$ cat src/verilog/adc_ctrl_defs.svh
// Offsets, field positions, reset values and timing counts of the A/D control
`ifndef ADC_CTRL_DEFS_SVH
`define ADC_CTRL_DEFS_SVH

`define ADDR_CONTROL 8'h00
`define ADDR_CONFIG 8'h01
`define ADDR_PINFUNC 8'h02
`define ADDR_RESULT_LO 8'h03
`define ADDR_RESULT_HI 8'h04
`define ADDR_PULLHIGH 8'h05
`define ADDR_DIRECTION 8'h06

`define CTL_START 7
`define CTL_BUSY 6
`define CTL_POWER_OFF 5
`define CTL_CHAN_HI 2
`define CTL_CHAN_LO 0

`define CFG_BANDGAP_SEL 7
`define CFG_BANDGAP_EN 6
`define CFG_REF_SEL 4
`define CFG_DIV_HI 2
`define CFG_DIV_LO 0

`define CONTROL_RST 8'h60
`define CONFIG_RST 8'h00
`define PINFUNC_RST 8'hFF
`define CONTROL_WMASK 8'hA7
`define CONFIG_WMASK 8'hD7

`define CONV_CYCLES 5'h10
`define RESULT_FULL 12'hFFF

`endif

$ cat src/verilog/adc_ctrl_pkg.sv
// Types shared by the A/D control files
package adc_ctrl_pkg;
  typedef enum logic [1:0] {
    SEQ_IDLE,
    SEQ_HELD,
    SEQ_CONVERT,
    SEQ_LOAD
  } seq_state_t;
endpackage

$ cat src/verilog/adc_clk_div.sv
// Divider that makes the A/D clock enable from the system clock
`timescale 1ns/10ps
`default_nettype none
module adc_clk_div (
  input wire logic ref_clk,
  input wire logic rst,
  input wire logic run,
  input wire logic [2:0] sel,
  output logic tick
);
  logic [5:0] cnt_reg;
  logic [5:0] limit;
  logic tick_reg;

  // Code 7 is undefined; treated as the slowest rate
  assign limit = (sel == 3'h7) ? 6'h3F : 6'((7'h01 << sel) - 7'h01);
  assign tick = tick_reg;

  always_ff @(posedge ref_clk or posedge rst) begin
    if (rst) begin
      cnt_reg <= 6'h00;
      tick_reg <= 1'b0;
    end else if (!run || cnt_reg >= limit) begin
      cnt_reg <= 6'h00;
      tick_reg <= run;
    end else begin
      cnt_reg <= cnt_reg + 6'h01;
      tick_reg <= 1'b0;
    end
  end
endmodule
`default_nettype wire

$ cat src/verilog/adc_pin_mux.sv
// One shared pin: analog enable overrides pull-high and direction
`timescale 1ns/10ps
`default_nettype none
module adc_pin_mux (
  input wire logic ref_clk,
  input wire logic rst,
  input wire logic analog_en,
  input wire logic pullhigh_sw,
  input wire logic dir_input_sw,
  output logic analog_conn,
  output logic pullhigh_on,
  output logic digital_input
);
  always_ff @(posedge ref_clk or posedge rst) begin
    if (rst) begin
      analog_conn <= 1'b1;
      pullhigh_on <= 1'b0;
      digital_input <= 1'b1;
    end else begin
      analog_conn <= analog_en;
      pullhigh_on <= pullhigh_sw & ~analog_en;
      digital_input <= dir_input_sw | analog_en;
    end
  end
endmodule
`default_nettype wire

$ cat src/verilog/adc_conversion_control.sv
// Control logic around a 12-bit successive approximation A/D converter
//
// Behaviour
// Start bit high then low starts conversion
// Start bit high holds converter reset, busy
// Busy cleared by hardware when conversion ends
// End of conversion sets interrupt request flag
// Software may poll busy flag instead
// Three-bit divider: 1,2,4..64, code 7 undefined
// Software keeps A/D clock 0.5us to 10us
// Power-off bit one switches converter off
// Software waits settling after power on
// Software powers converter off when unused
// Reference select picks external pin, disables others
// Pin enable bits make pins analog inputs
// Analog pins lose their pull-high resistors
// Analog enable overrides port direction setting
// Bandgap select routes bandgap, drops other channels
// Result is 12 bits, full scale FFF
// Channel chosen by bandgap bit and field
// Result loaded before busy flag clears; the code loads it at the same clock edge that clears busy
// Sequencer counts fixed A/D clocks per conversion
`timescale 1ns/10ps
`default_nettype none
`include "adc_ctrl_defs.svh"
module adc_conversion_control (
  input wire logic ref_clk,
  input wire logic rst,
  input wire logic [7:0] addr,
  input wire logic [7:0] wdata,
  input wire logic wr,
  input wire logic rd,
  output logic [7:0] rdata,
  input wire logic [11:0] sar_result,
  input wire logic [7:0] pullhigh_sw,
  input wire logic [7:0] dir_input_sw,
  output logic sar_reset,
  output logic sar_clk_en,
  output logic sar_power_on,
  output logic bandgap_on,
  output logic [3:0] sar_channel,
  output logic ref_external,
  output logic ref_pin_other_off,
  output logic [7:0] analog_conn,
  output logic [7:0] pullhigh_on,
  output logic [7:0] digital_input,
  output logic int_request
);
  // ----------------------------------------
  // Registers
  // ----------------------------------------
  logic [7:0] control_reg;
  logic [7:0] config_reg;
  logic [7:0] pin_func_reg;
  logic [11:0] result_reg;
  logic [7:0] rdata_reg;
  logic int_request_reg;
  logic sar_reset_reg;
  logic sar_clk_en_reg;
  logic [3:0] sar_channel_reg;
  logic [4:0] count_reg;
  logic [4:0] count_next;
  adc_ctrl_pkg::seq_state_t state_reg;
  adc_ctrl_pkg::seq_state_t state_next;

  // ----------------------------------------
  // Decoding
  // ----------------------------------------
  wire wr_control = wr && (addr == `ADDR_CONTROL);
  wire wr_config = wr && (addr == `ADDR_CONFIG);
  wire wr_pinfunc = wr && (addr == `ADDR_PINFUNC);
  wire start_bit = control_reg[`CTL_START];
  wire start_next_val = wr_control ? wdata[`CTL_START] : start_bit;
  wire start_fall = start_bit && !start_next_val;
  wire power_off = control_reg[`CTL_POWER_OFF];
  wire adc_tick;
  wire conv_done = (state_reg == adc_ctrl_pkg::SEQ_LOAD) &&
    (state_next == adc_ctrl_pkg::SEQ_IDLE);
  wire keep_clocking = (state_next == adc_ctrl_pkg::SEQ_CONVERT) ||
    (state_next == adc_ctrl_pkg::SEQ_LOAD);
  wire tick_out = adc_tick && keep_clocking &&
    (state_reg == adc_ctrl_pkg::SEQ_CONVERT);
  wire busy_now = (state_next != adc_ctrl_pkg::SEQ_IDLE);
  wire bandgap_sel = config_reg[`CFG_BANDGAP_SEL];
  wire [2:0] chan_field = control_reg[`CTL_CHAN_HI:`CTL_CHAN_LO];
  wire [7:0] control_rd = control_reg;
  wire [7:0] config_rd = config_reg;
  wire [7:0] result_lo = result_reg[7:0];
  wire [7:0] result_hi = {4'h0, result_reg[11:8]};

  // ----------------------------------------
  // Clock divider
  // ----------------------------------------
  adc_clk_div u_div (
    .ref_clk(ref_clk),
    .rst(rst),
    .run(state_reg == adc_ctrl_pkg::SEQ_CONVERT),
    .sel(config_reg[`CFG_DIV_HI:`CFG_DIV_LO]),
    .tick(adc_tick)
  );

  // ----------------------------------------
  // Sequencer
  // ----------------------------------------
  always_comb begin
    state_next = state_reg;
    count_next = count_reg;
    unique case (state_reg)
      adc_ctrl_pkg::SEQ_IDLE: begin
        if (start_next_val && !start_bit) begin
          state_next = adc_ctrl_pkg::SEQ_HELD;
        end
      end
      adc_ctrl_pkg::SEQ_HELD: begin
        if (start_fall && !power_off) begin
          state_next = adc_ctrl_pkg::SEQ_CONVERT;
          count_next = 5'h00;
        end else if (start_fall) begin
          state_next = adc_ctrl_pkg::SEQ_IDLE;
        end
      end
      adc_ctrl_pkg::SEQ_CONVERT: begin
        if (start_next_val && !start_bit) begin
          state_next = adc_ctrl_pkg::SEQ_HELD;
        end else if (power_off) begin
          state_next = adc_ctrl_pkg::SEQ_IDLE;
        end else if (adc_tick) begin
          count_next = count_reg + 5'h01;
          if (count_reg == `CONV_CYCLES - 5'h01) begin
            state_next = adc_ctrl_pkg::SEQ_LOAD;
          end
        end
      end
      adc_ctrl_pkg::SEQ_LOAD: begin
        // Extra cycle lets the last converter clock settle the result
        if (start_next_val && !start_bit) begin
          state_next = adc_ctrl_pkg::SEQ_HELD;
        end else if (count_reg == `CONV_CYCLES) begin
          count_next = count_reg + 5'h01;
        end else begin
          state_next = adc_ctrl_pkg::SEQ_IDLE;
        end
      end
    endcase
  end

  always_ff @(posedge ref_clk or posedge rst) begin
    if (rst) begin
      state_reg <= adc_ctrl_pkg::SEQ_IDLE;
      count_reg <= 5'h00;
    end else begin
      state_reg <= state_next;
      count_reg <= count_next;
    end
  end

  // ----------------------------------------
  // Register writes and status
  // ----------------------------------------
  always_ff @(posedge ref_clk or posedge rst) begin
    if (rst) begin
      control_reg <= `CONTROL_RST;
    end else if (wr_control) begin
      control_reg <= (wdata & `CONTROL_WMASK) |
        {1'b0, busy_now, 6'h00};
    end else begin
      control_reg[`CTL_BUSY] <= busy_now;
    end
  end

  always_ff @(posedge ref_clk or posedge rst) begin
    if (rst) begin
      config_reg <= `CONFIG_RST;
    end else if (wr_config) begin
      config_reg <= wdata & `CONFIG_WMASK;
    end
  end

  always_ff @(posedge ref_clk or posedge rst) begin
    if (rst) begin
      pin_func_reg <= `PINFUNC_RST;
    end else if (wr_pinfunc) begin
      pin_func_reg <= wdata;
    end
  end

  // Result loaded in the cycle busy drops
  always_ff @(posedge ref_clk or posedge rst) begin
    if (rst) begin
      result_reg <= 12'h000;
    end else if (conv_done) begin
      result_reg <= sar_result & `RESULT_FULL;
    end
  end

  // Read data in the cycle after the strobe
  always_ff @(posedge ref_clk or posedge rst) begin
    if (rst) begin
      rdata_reg <= 8'h00;
    end else if (rd) begin
      unique case (addr)
        `ADDR_CONTROL: rdata_reg <= control_rd;
        `ADDR_CONFIG: rdata_reg <= config_rd;
        `ADDR_PINFUNC: rdata_reg <= pin_func_reg;
        `ADDR_RESULT_LO: rdata_reg <= result_lo;
        `ADDR_RESULT_HI: rdata_reg <= result_hi;
        default: rdata_reg <= 8'h00;
      endcase
    end else begin
      rdata_reg <= 8'h00;
    end
  end

  // ----------------------------------------
  // Converter side outputs
  // ----------------------------------------
  always_ff @(posedge ref_clk or posedge rst) begin
    if (rst) begin
      int_request_reg <= 1'b0;
    end else begin
      int_request_reg <= conv_done;
    end
  end

  always_ff @(posedge ref_clk or posedge rst) begin
    if (rst) begin
      sar_reset_reg <= 1'b1;
    end else begin
      sar_reset_reg <= (state_next == adc_ctrl_pkg::SEQ_HELD) ||
        (state_next == adc_ctrl_pkg::SEQ_IDLE);
    end
  end

  // No converter clock in a cycle that aborts the conversion
  always_ff @(posedge ref_clk or posedge rst) begin
    if (rst) begin
      sar_clk_en_reg <= 1'b0;
    end else begin
      sar_clk_en_reg <= tick_out;
    end
  end

  always_ff @(posedge ref_clk or posedge rst) begin
    if (rst) begin
      sar_channel_reg <= 4'h0;
    end else begin
      sar_channel_reg <= bandgap_sel ? 4'h8 : {1'b0, chan_field};
    end
  end

  always_ff @(posedge ref_clk or posedge rst) begin
    if (rst) begin
      sar_power_on <= 1'b0;
    end else begin
      sar_power_on <= !power_off;
    end
  end

  always_ff @(posedge ref_clk or posedge rst) begin
    if (rst) begin
      bandgap_on <= 1'b0;
    end else begin
      bandgap_on <= config_reg[`CFG_BANDGAP_EN];
    end
  end

  always_ff @(posedge ref_clk or posedge rst) begin
    if (rst) begin
      ref_external <= 1'b0;
    end else begin
      ref_external <= config_reg[`CFG_REF_SEL];
    end
  end

  always_ff @(posedge ref_clk or posedge rst) begin
    if (rst) begin
      ref_pin_other_off <= 1'b0;
    end else begin
      ref_pin_other_off <= config_reg[`CFG_REF_SEL];
    end
  end

  // ----------------------------------------
  // Shared pins
  // ----------------------------------------
  genvar i;
  generate
    for (i = 0; i < 8; i = i + 1) begin : g_pin
      adc_pin_mux u_pin (
        .ref_clk(ref_clk),
        .rst(rst),
        .analog_en(pin_func_reg[i]),
        .pullhigh_sw(pullhigh_sw[i]),
        .dir_input_sw(dir_input_sw[i]),
        .analog_conn(analog_conn[i]),
        .pullhigh_on(pullhigh_on[i]),
        .digital_input(digital_input[i])
      );
    end
  endgenerate

  assign rdata = rdata_reg;
  assign int_request = int_request_reg;
  assign sar_reset = sar_reset_reg;
  assign sar_clk_en = sar_clk_en_reg;
  assign sar_channel = sar_channel_reg;
endmodule
`default_nettype wire

$ cat config.mk
export PLATFORM = sky130hd
export DESIGN_NAME = adc_conversion_control
export DESIGN_NICKNAME = d
export VERILOG_FILES = /design/src/verilog/adc_ctrl_pkg.sv /design/src/verilog/adc_clk_div.sv /design/src/verilog/adc_pin_mux.sv /design/src/verilog/adc_conversion_control.sv
export VERILOG_INCLUDE_DIRS = /design/src /design/src/verilog
export SDC_FILE = /design/constraint.sdc
export NUM_CORES = 1
export LEC_CHECK = 0
export BUFFER_PORTS_ARGS = -buffer_cell sky130_fd_sc_hd__clkbuf_2
export CORE_UTILIZATION = 51
export CTS_BUF_LIST = sky130_fd_sc_hd__clkbuf_2
export CTS_CLUSTER_DIAMETER = 100
export DETAILED_ROUTE_END_ITERATION = 10
export PLACE_DENSITY = 0.79
export SLEW_MARGIN = 20
export SYNTH_ARGS = -nofsm -noshare
export SYNTH_HDL_FRONTEND = slang
export SYNTH_SLANG_ARGS = --single-unit
$ cat constraint.sdc
create_clock -name ref_clk -period 2.69 [get_ports ref_clk]
set_input_delay 0.4035 -clock ref_clk [delete_from_list [all_inputs] [get_ports ref_clk]]
set_output_delay 0.4035 -clock ref_clk [all_outputs]
set_load 0.02 [all_outputs]
After elaboration in Yosys (flattened, before gate mapping). Index checks and enable logic that the tools add are counted.

Magnitude comparators: 1. Mux-type cells: 25. Eq/ne operators: 19. Add/sub/neg operators: 3. Div/mod/pow operators: 0. Reductions and logical operators: 22. Multipliers: 0. Shifts and indexed selects: 1. Bitwise gates (word level): 25.

Operators with widths (count): $pmux 8 s5 (1); $mux 5 (6); $mux 2 (9); $eq 8x2->1 const B (2); $pmux 5 s3 (1); $mux 6 (2); $ne 2x2->1 const B (5); $logic_and 1x1->1 (9); $and 1x1->1 (8); $eq 2x2->1 const B (4); $eq 8x1->1 const B (1); $eq 8x3->1 const B (1); $logic_not 8->1 (1); $mux 8 (1); $not 1->1 (8); $or 1x1->1 (8); $or 8x7->8 (1); $pmux 2 s4 (1); $reduce_and 7->1 (1); $add 6x1->6 const B (1); $ge 6x6->1 (1); $shl 1x3->6 const A (1); $sub 6x1->6 const B (1); $add 5x1->5 const B (1); other kinds (12) (21).

Bits in registers: 90. Bits in latches: 0. Logic and storage cells: 137. Memories: 0. ROM bits: 0. RAM bits: 0. Output and inout bits: 43.

Longest topological paths before layout.
Word-level depth: 12. Gate-level depth with buffers: 11. Gate-level depth less buffers: 10.

By module. Synthesis repeated with hierarchy kept, for this count alone.

Cell total of the unflattened synthesis: 314. Area total of the unflattened synthesis: 3942.5 sq um.

Modules (own cells, without submodules): adc_conversion_control (seq. area each 1440.1 sq um, instances 1, cells each 205, area each 2633.8 sq um); adc_pin_mux (seq. area each 77.6 sq um, instances 8, cells each 6, area each 96.3 sq um); adc_clk_div (seq. area each 175.2 sq um, instances 1, cells each 61, area each 538.0 sq um).

Least setup slack after synthesis. No wires, ideal clock.

Kind: flip-flop to flip-flop. Start: register config_reg[1], in the netlist config_rd[1]. End: register u_div.cnt_reg[0]. Data required time: 2.565 ns. Path slack: 0.200 ns. Data arrival time: 2.365 ns. Period minus slack after synthesis: 2.490 ns. Library setup time: 0.125 ns. Stages on the path, launching flop included: 12. Path through: dfrtp_1 -> clkbuf_1 -> nor2_1 -> nand2_1 -> ha_1 -> nand3_1 -> o21ai_0 -> a21o_1 -> ha_1 -> a21o_1 -> a211o_1 -> a2111oi_0.

Cells in the longest elaborated chain, start to end: 6. Elaborated cells between the ends (all ways): 7. Classes of those cells: add/sub: 1; order compare: 1; eq/ne: 1; shift: 1; mux: 2; reduce/logical: 1.

Ends and longest elaborated chain: from (decl) (RTL line adc_conversion_control.sv:53) `logic [7:0] config_reg;`; from (signal assigned) (RTL line adc_conversion_control.sv:173) `` config_reg <= `CONFIG_RST; ``; from (signal assigned) (RTL line adc_conversion_control.sv:175) `` config_reg <= wdata & `CONFIG_WMASK; ``; $shl 1x3->6 (RTL line adc_clk_div.sv:16) `assign limit = (sel == 3'h7) ? 6'h3F : 6'((7'h01 << sel) - 7'h01);`; $sub 6x1->6 (RTL line adc_clk_div.sv:16); $mux 6 * (RTL line adc_clk_div.sv:16); $ge 6x6->1 * (RTL line adc_clk_div.sv:23) `end else if (!run || cnt_reg >= limit) begin`; $logic_or 1x1->1 * (RTL line adc_clk_div.sv:23); $mux 6 * (RTL line adc_clk_div.sv:23); to (signal assigned) (RTL line adc_clk_div.sv:27) `cnt_reg <= cnt_reg + 6'h01;`; to (decl) (RTL line adc_clk_div.sv:11) `logic [5:0] cnt_reg;`.

Mark *: on every way between the ends. The rest lies on a longest branch, timed or not. A chain may end at the register's enable or synchronous reset.

Worst setup path in the final report.
Start: register config_reg[2], in the netlist config_rd[2]. End: register u_div.cnt_reg[4].

Same word-level chain as after synthesis.

==> results.toml <==
[sta]
worst_pin_slew_ns = 0.686
max-slew-margin-rel = 0.542
fin_setup_tns_ns = 0
clock_skew_ns = 0.0347
period_share = 0.959
setup_viol = 0
achievable-frequency_ghz = 0.387
post-route-min-period_ns = 2.58
finalMaxSlewViolations = 0
hold_viol = 0

[power]
leakage_power_summed_over_all_cells_nw = 2.34
power.ir.vdd_worst_uv = 294
cellInternalPower_mw = 1.92
switching_share = 0.256
switchingPower_mw = 0.658
pwr-share-comb = 0.113
clock_power_share = 0.342
total_power_divided_by_cell_area_nw_per_um2 = 541
share_seq_of_total_power = 0.545

[setup_path]
reg2regPathDepth = 10
cp-end-kind = "flop"
timing.critical_path.depth = 10
crit_fanout = 6
r2r_start = "config_rd[2]$_DFFE_PP0P_"
critical_path.slowest_cell = "sky130_fd_sc_hd__dfrtp_1"
arrival_ns = 3.01
cp_buf_inv_count = 0
crit_path_cell_trace = "nor2_2, nand2_1, ha_1, nand3_1, o21ai_0, a21o_1, ha_1, a21o_1, a211o_4, a2111oi_2"
critical_path.max_stage_delay_ns = 0.46
regToRegEndpoint = "u_div.cnt_reg[4]$_DFF_PP0_"
worstSetupPathType = "flop to flop"
setup.reg_to_reg.worst_slack_ns = 0.11
worst_setup_path_start_kind = "flop"
worst_endpoint_required_time_ns = 3.12
crit_family = "compound AO/OA/AOI/OAI gates"

[layout]
filler_cell_count = 638
num-nets-final = 463
area_added_between_synthesis_and_finish_pct = 16.1
finalCoreUtilization = 0.612
largest_register_ffs = 12
antenna_cells_inserted = 0
fraction_of_layout_cells_with_a_size_suffix_above_1 = 0.501

[global_routing]
total_congestion_overflow = 0
grt_util_all_layers = 0.215
grt_pass1_wl_microns = 13900
antenna_found_initial = 0
via_count_of_the_first_global_routing_pass = 2877
pin_count_of_the_biggest_net_entering_global_routing = 43

[route]
detail_route.drc_violations = 0
via_per_inst = 5.42
antenna_left = 0
num_vias = 2772
first_pass_iteration_count_of_the_detailed_router = 4
drt-initial-drc-count = 125
drt-total-wl_microns = 8380
drt-wirelength-per-cell_microns = 16.4

[clock_tree]
clkTransAtPathRegs_ns = 0.25
cts_inserted_buffers = 9
tritoncts = "built"
cts_max_path_buffers = 2
clk_latency_ns = 0.54
cts_htree_levels = 3
clk_root_buffer_cell = "sky130_fd_sc_hd__clkbuf_2"
cts_num_sinks = 88

[min_path]
whs_endpoint = "g_pin[4].u_pin.digital_input$_DFF_PP1_"
holdCritPathClass = "input pin to flop"
hp-start = "dir_input_sw[4]"
worstHoldPathCells = 2

[synth]
netlist-cell-type-count = 51
synth_flop_cell = "sky130_fd_sc_hd__dfrtp_1"
portion_of_synthesized_cell_area_occupied_by_the_leading_cell_type = 0.373
ys_seq_area_frac = 0.546
postSynth.asyncResetShare = 1.00
synth_area_leaders = "sky130_fd_sc_hd__dfrtp_1, sky130_fd_sc_hd__dfstp_2, sky130_fd_sc_hd__mux2_2, sky130_fd_sc_hd__buf_4, sky130_fd_sc_hd__ha_1"
ys_warn_count = 0
synthesis.area_per_instance_sq_um = 12.6
netlist.top_cell.by_area = "sky130_fd_sc_hd__dfrtp_1"
post_synthesis_cells = 324
synth_enable_flop_cells = 0
synth_seq_cells = 88
netlist_area_sq_um = 4100
synthMostInstantiatedCell = "sky130_fd_sc_hd__dfrtp_1"
synthTopCellsByCount = "sky130_fd_sc_hd__dfrtp_1, sky130_fd_sc_hd__dfstp_2, sky130_fd_sc_hd__buf_4, sky130_fd_sc_hd__mux2_2, sky130_fd_sc_hd__nand2_1"
syn_nets = 383

[floorplanning]
initial_cell_density_of_the_core = 0.527
floorplan.rows = 32
design.core.area_sq_um = 7770
die-area_sq_um = 8390
die_height_microns = 91.6
die_width_microns = 91.6
ioPinCount = 91

[status]
run_status = "complete, no violations"

[run]
drv.max_cap_violation_count = 0

[placement]
dpl.hpwl_microns = 6100
placer_congestion_estimate = 0.880
quantity_of_i_o_buffers_inserted_on_ports = 90
==> repair_timing <==
item	CTS	global route
buffers inserted	1	2
pin swaps	0	0
setup endpoints to repair	5	6
endpoints found under the hold margin	23	1
hold buffers	2	1
gates resized for setup	4	11
==> cells by family after synthesis <==
family / after synthesis / share of synthesized area
and+or+nand+nor: 91 / 0.129
DFF: 88 / 0.546
buffers and inverters: 45 / 0.0702
muxes: 44 / 0.138
AOI/OAI and AO/OA: 40 / 0.0724
adders and majority gates: 11 / 0.0336
xor gates and xnor gates: 5 / 0.0107
==> cells in the final DEF, fill, tap and decap left out, types with 3 or more instances in the layout <==
cell type,instances
sky130_fd_sc_hd__xnor2_1,3
sky130_fd_sc_hd__nor2_1,11
sky130_fd_sc_hd__mux2_4,9
sky130_fd_sc_hd__bufinv_16,3
sky130_fd_sc_hd__dfrtp_1,61
sky130_fd_sc_hd__o22ai_1,3
sky130_fd_sc_hd__dfstp_2,27
sky130_fd_sc_hd__dlygate4sd3_1,3
sky130_fd_sc_hd__mux2i_1,7
sky130_fd_sc_hd__mux4_2,4
sky130_fd_sc_hd__a21o_1,4
sky130_fd_sc_hd__or2_2,8
sky130_fd_sc_hd__mux2_2,24
sky130_fd_sc_hd__nor2b_1,13
sky130_fd_sc_hd__buf_4,8
sky130_fd_sc_hd__o21ai_0,7
sky130_fd_sc_hd__inv_1,11
sky130_fd_sc_hd__nand3_1,11
sky130_fd_sc_hd__a21oi_1,5
sky130_fd_sc_hd__o21a_1,3
sky130_fd_sc_hd__clkbuf_2,100
sky130_fd_sc_hd__and3_1,4
sky130_fd_sc_hd__ha_1,11
sky130_fd_sc_hd__a2111oi_2,6
sky130_fd_sc_hd__nand2_1,16
sky130_fd_sc_hd__nand2b_1,7
==> final cells by class <==
cell class / instances / area [sq um] / share of cell area
Clock inverter: 6 / 115 / 0.0242
Timing Repair Buffer: 102 / 561 / 0.118
Sequential cell: 88 / 2240 / 0.470
Tap cell: 102 / 128 / 0.0268
Inverter: 12 / 46.3 / 0.00973
Clock buffer: 10 / 50.0 / 0.0105
Multi-Input combinational cell: 191 / 1620 / 0.341
==> routing by layer <==
| layer | global-route usage | share of wire | vias up |
|---|---|---|---|
| met5 | 0 | 0 | - |
| met4 | 0.0648 | 0.012 | 0 |
| met3 | 0.0439 | 0.062 | 12 |
| met2 | 0.368 | 0.51 | 107 |
| met1 | 0.275 | 0.42 | 1376 |
| li1 | - | - | 1277 |
==> worst max path at each step <==
stage	startpoint	to	slack [ns]
6_report	config_rd[2]$_DFFE_PP0P_	u_div.cnt_reg[4]$_DFF_PP0_	0.11
5_1_grt	config_rd[0]$_DFFE_PP0P_	u_div.cnt_reg[5]$_DFF_PP0_	-0.002
4_1_cts	config_rd[2]$_DFFE_PP0P_	u_div.cnt_reg[1]$_DFF_PP0_	0.03
3_5_place_dp	config_rd[2]$_DFFE_PP0P_	u_div.cnt_reg[1]$_DFF_PP0_	0.006
3_3_place_gp	config_rd[2]$_DFFE_PP0P_	u_div.cnt_reg[4]$_DFF_PP0_	0.18
2_1_floorplan	rst	bandgap_on$_DFF_PP0_	0.05
==> power groups by stage <==
stage,clock [mW],sequential (mW),combinational [mW]
after detailed placement,0,1.42,0.265
after CTS,0.893,1.40,0.272
after floorplan,0,1.42,0.185
after global routing,0.947,1.41,0.319
after global placement,0,1.42,0.257
final,0.882,1.40,0.290
==> metrics by stage <==
| step | cells | hold slack (ns) | instance area (sq um) | setup WS [ns] | total power [mW] |
|---|---|---|---|---|---|
| 2_1_floorplan | 324 | 0.364 | 4100 | 0.0526 | 1.61 |
| 3_3_place_gp | 489 | 0.378 | 4490 | 0.184 | 1.68 |
| 3_5_place_dp | 489 | 0.382 | 4490 | 0.00583 | 1.69 |
| 4_1_cts | 508 | 0.0148 | 4690 | 0.0337 | 2.57 |
| 5_1_grt | 511 | 0.000330 | 4760 | -0.00246 | 2.67 |
| 6_report | 511 | 0.0403 | 4760 | 0.109 | 2.58 |
Power figures use the tool's default switching activity.
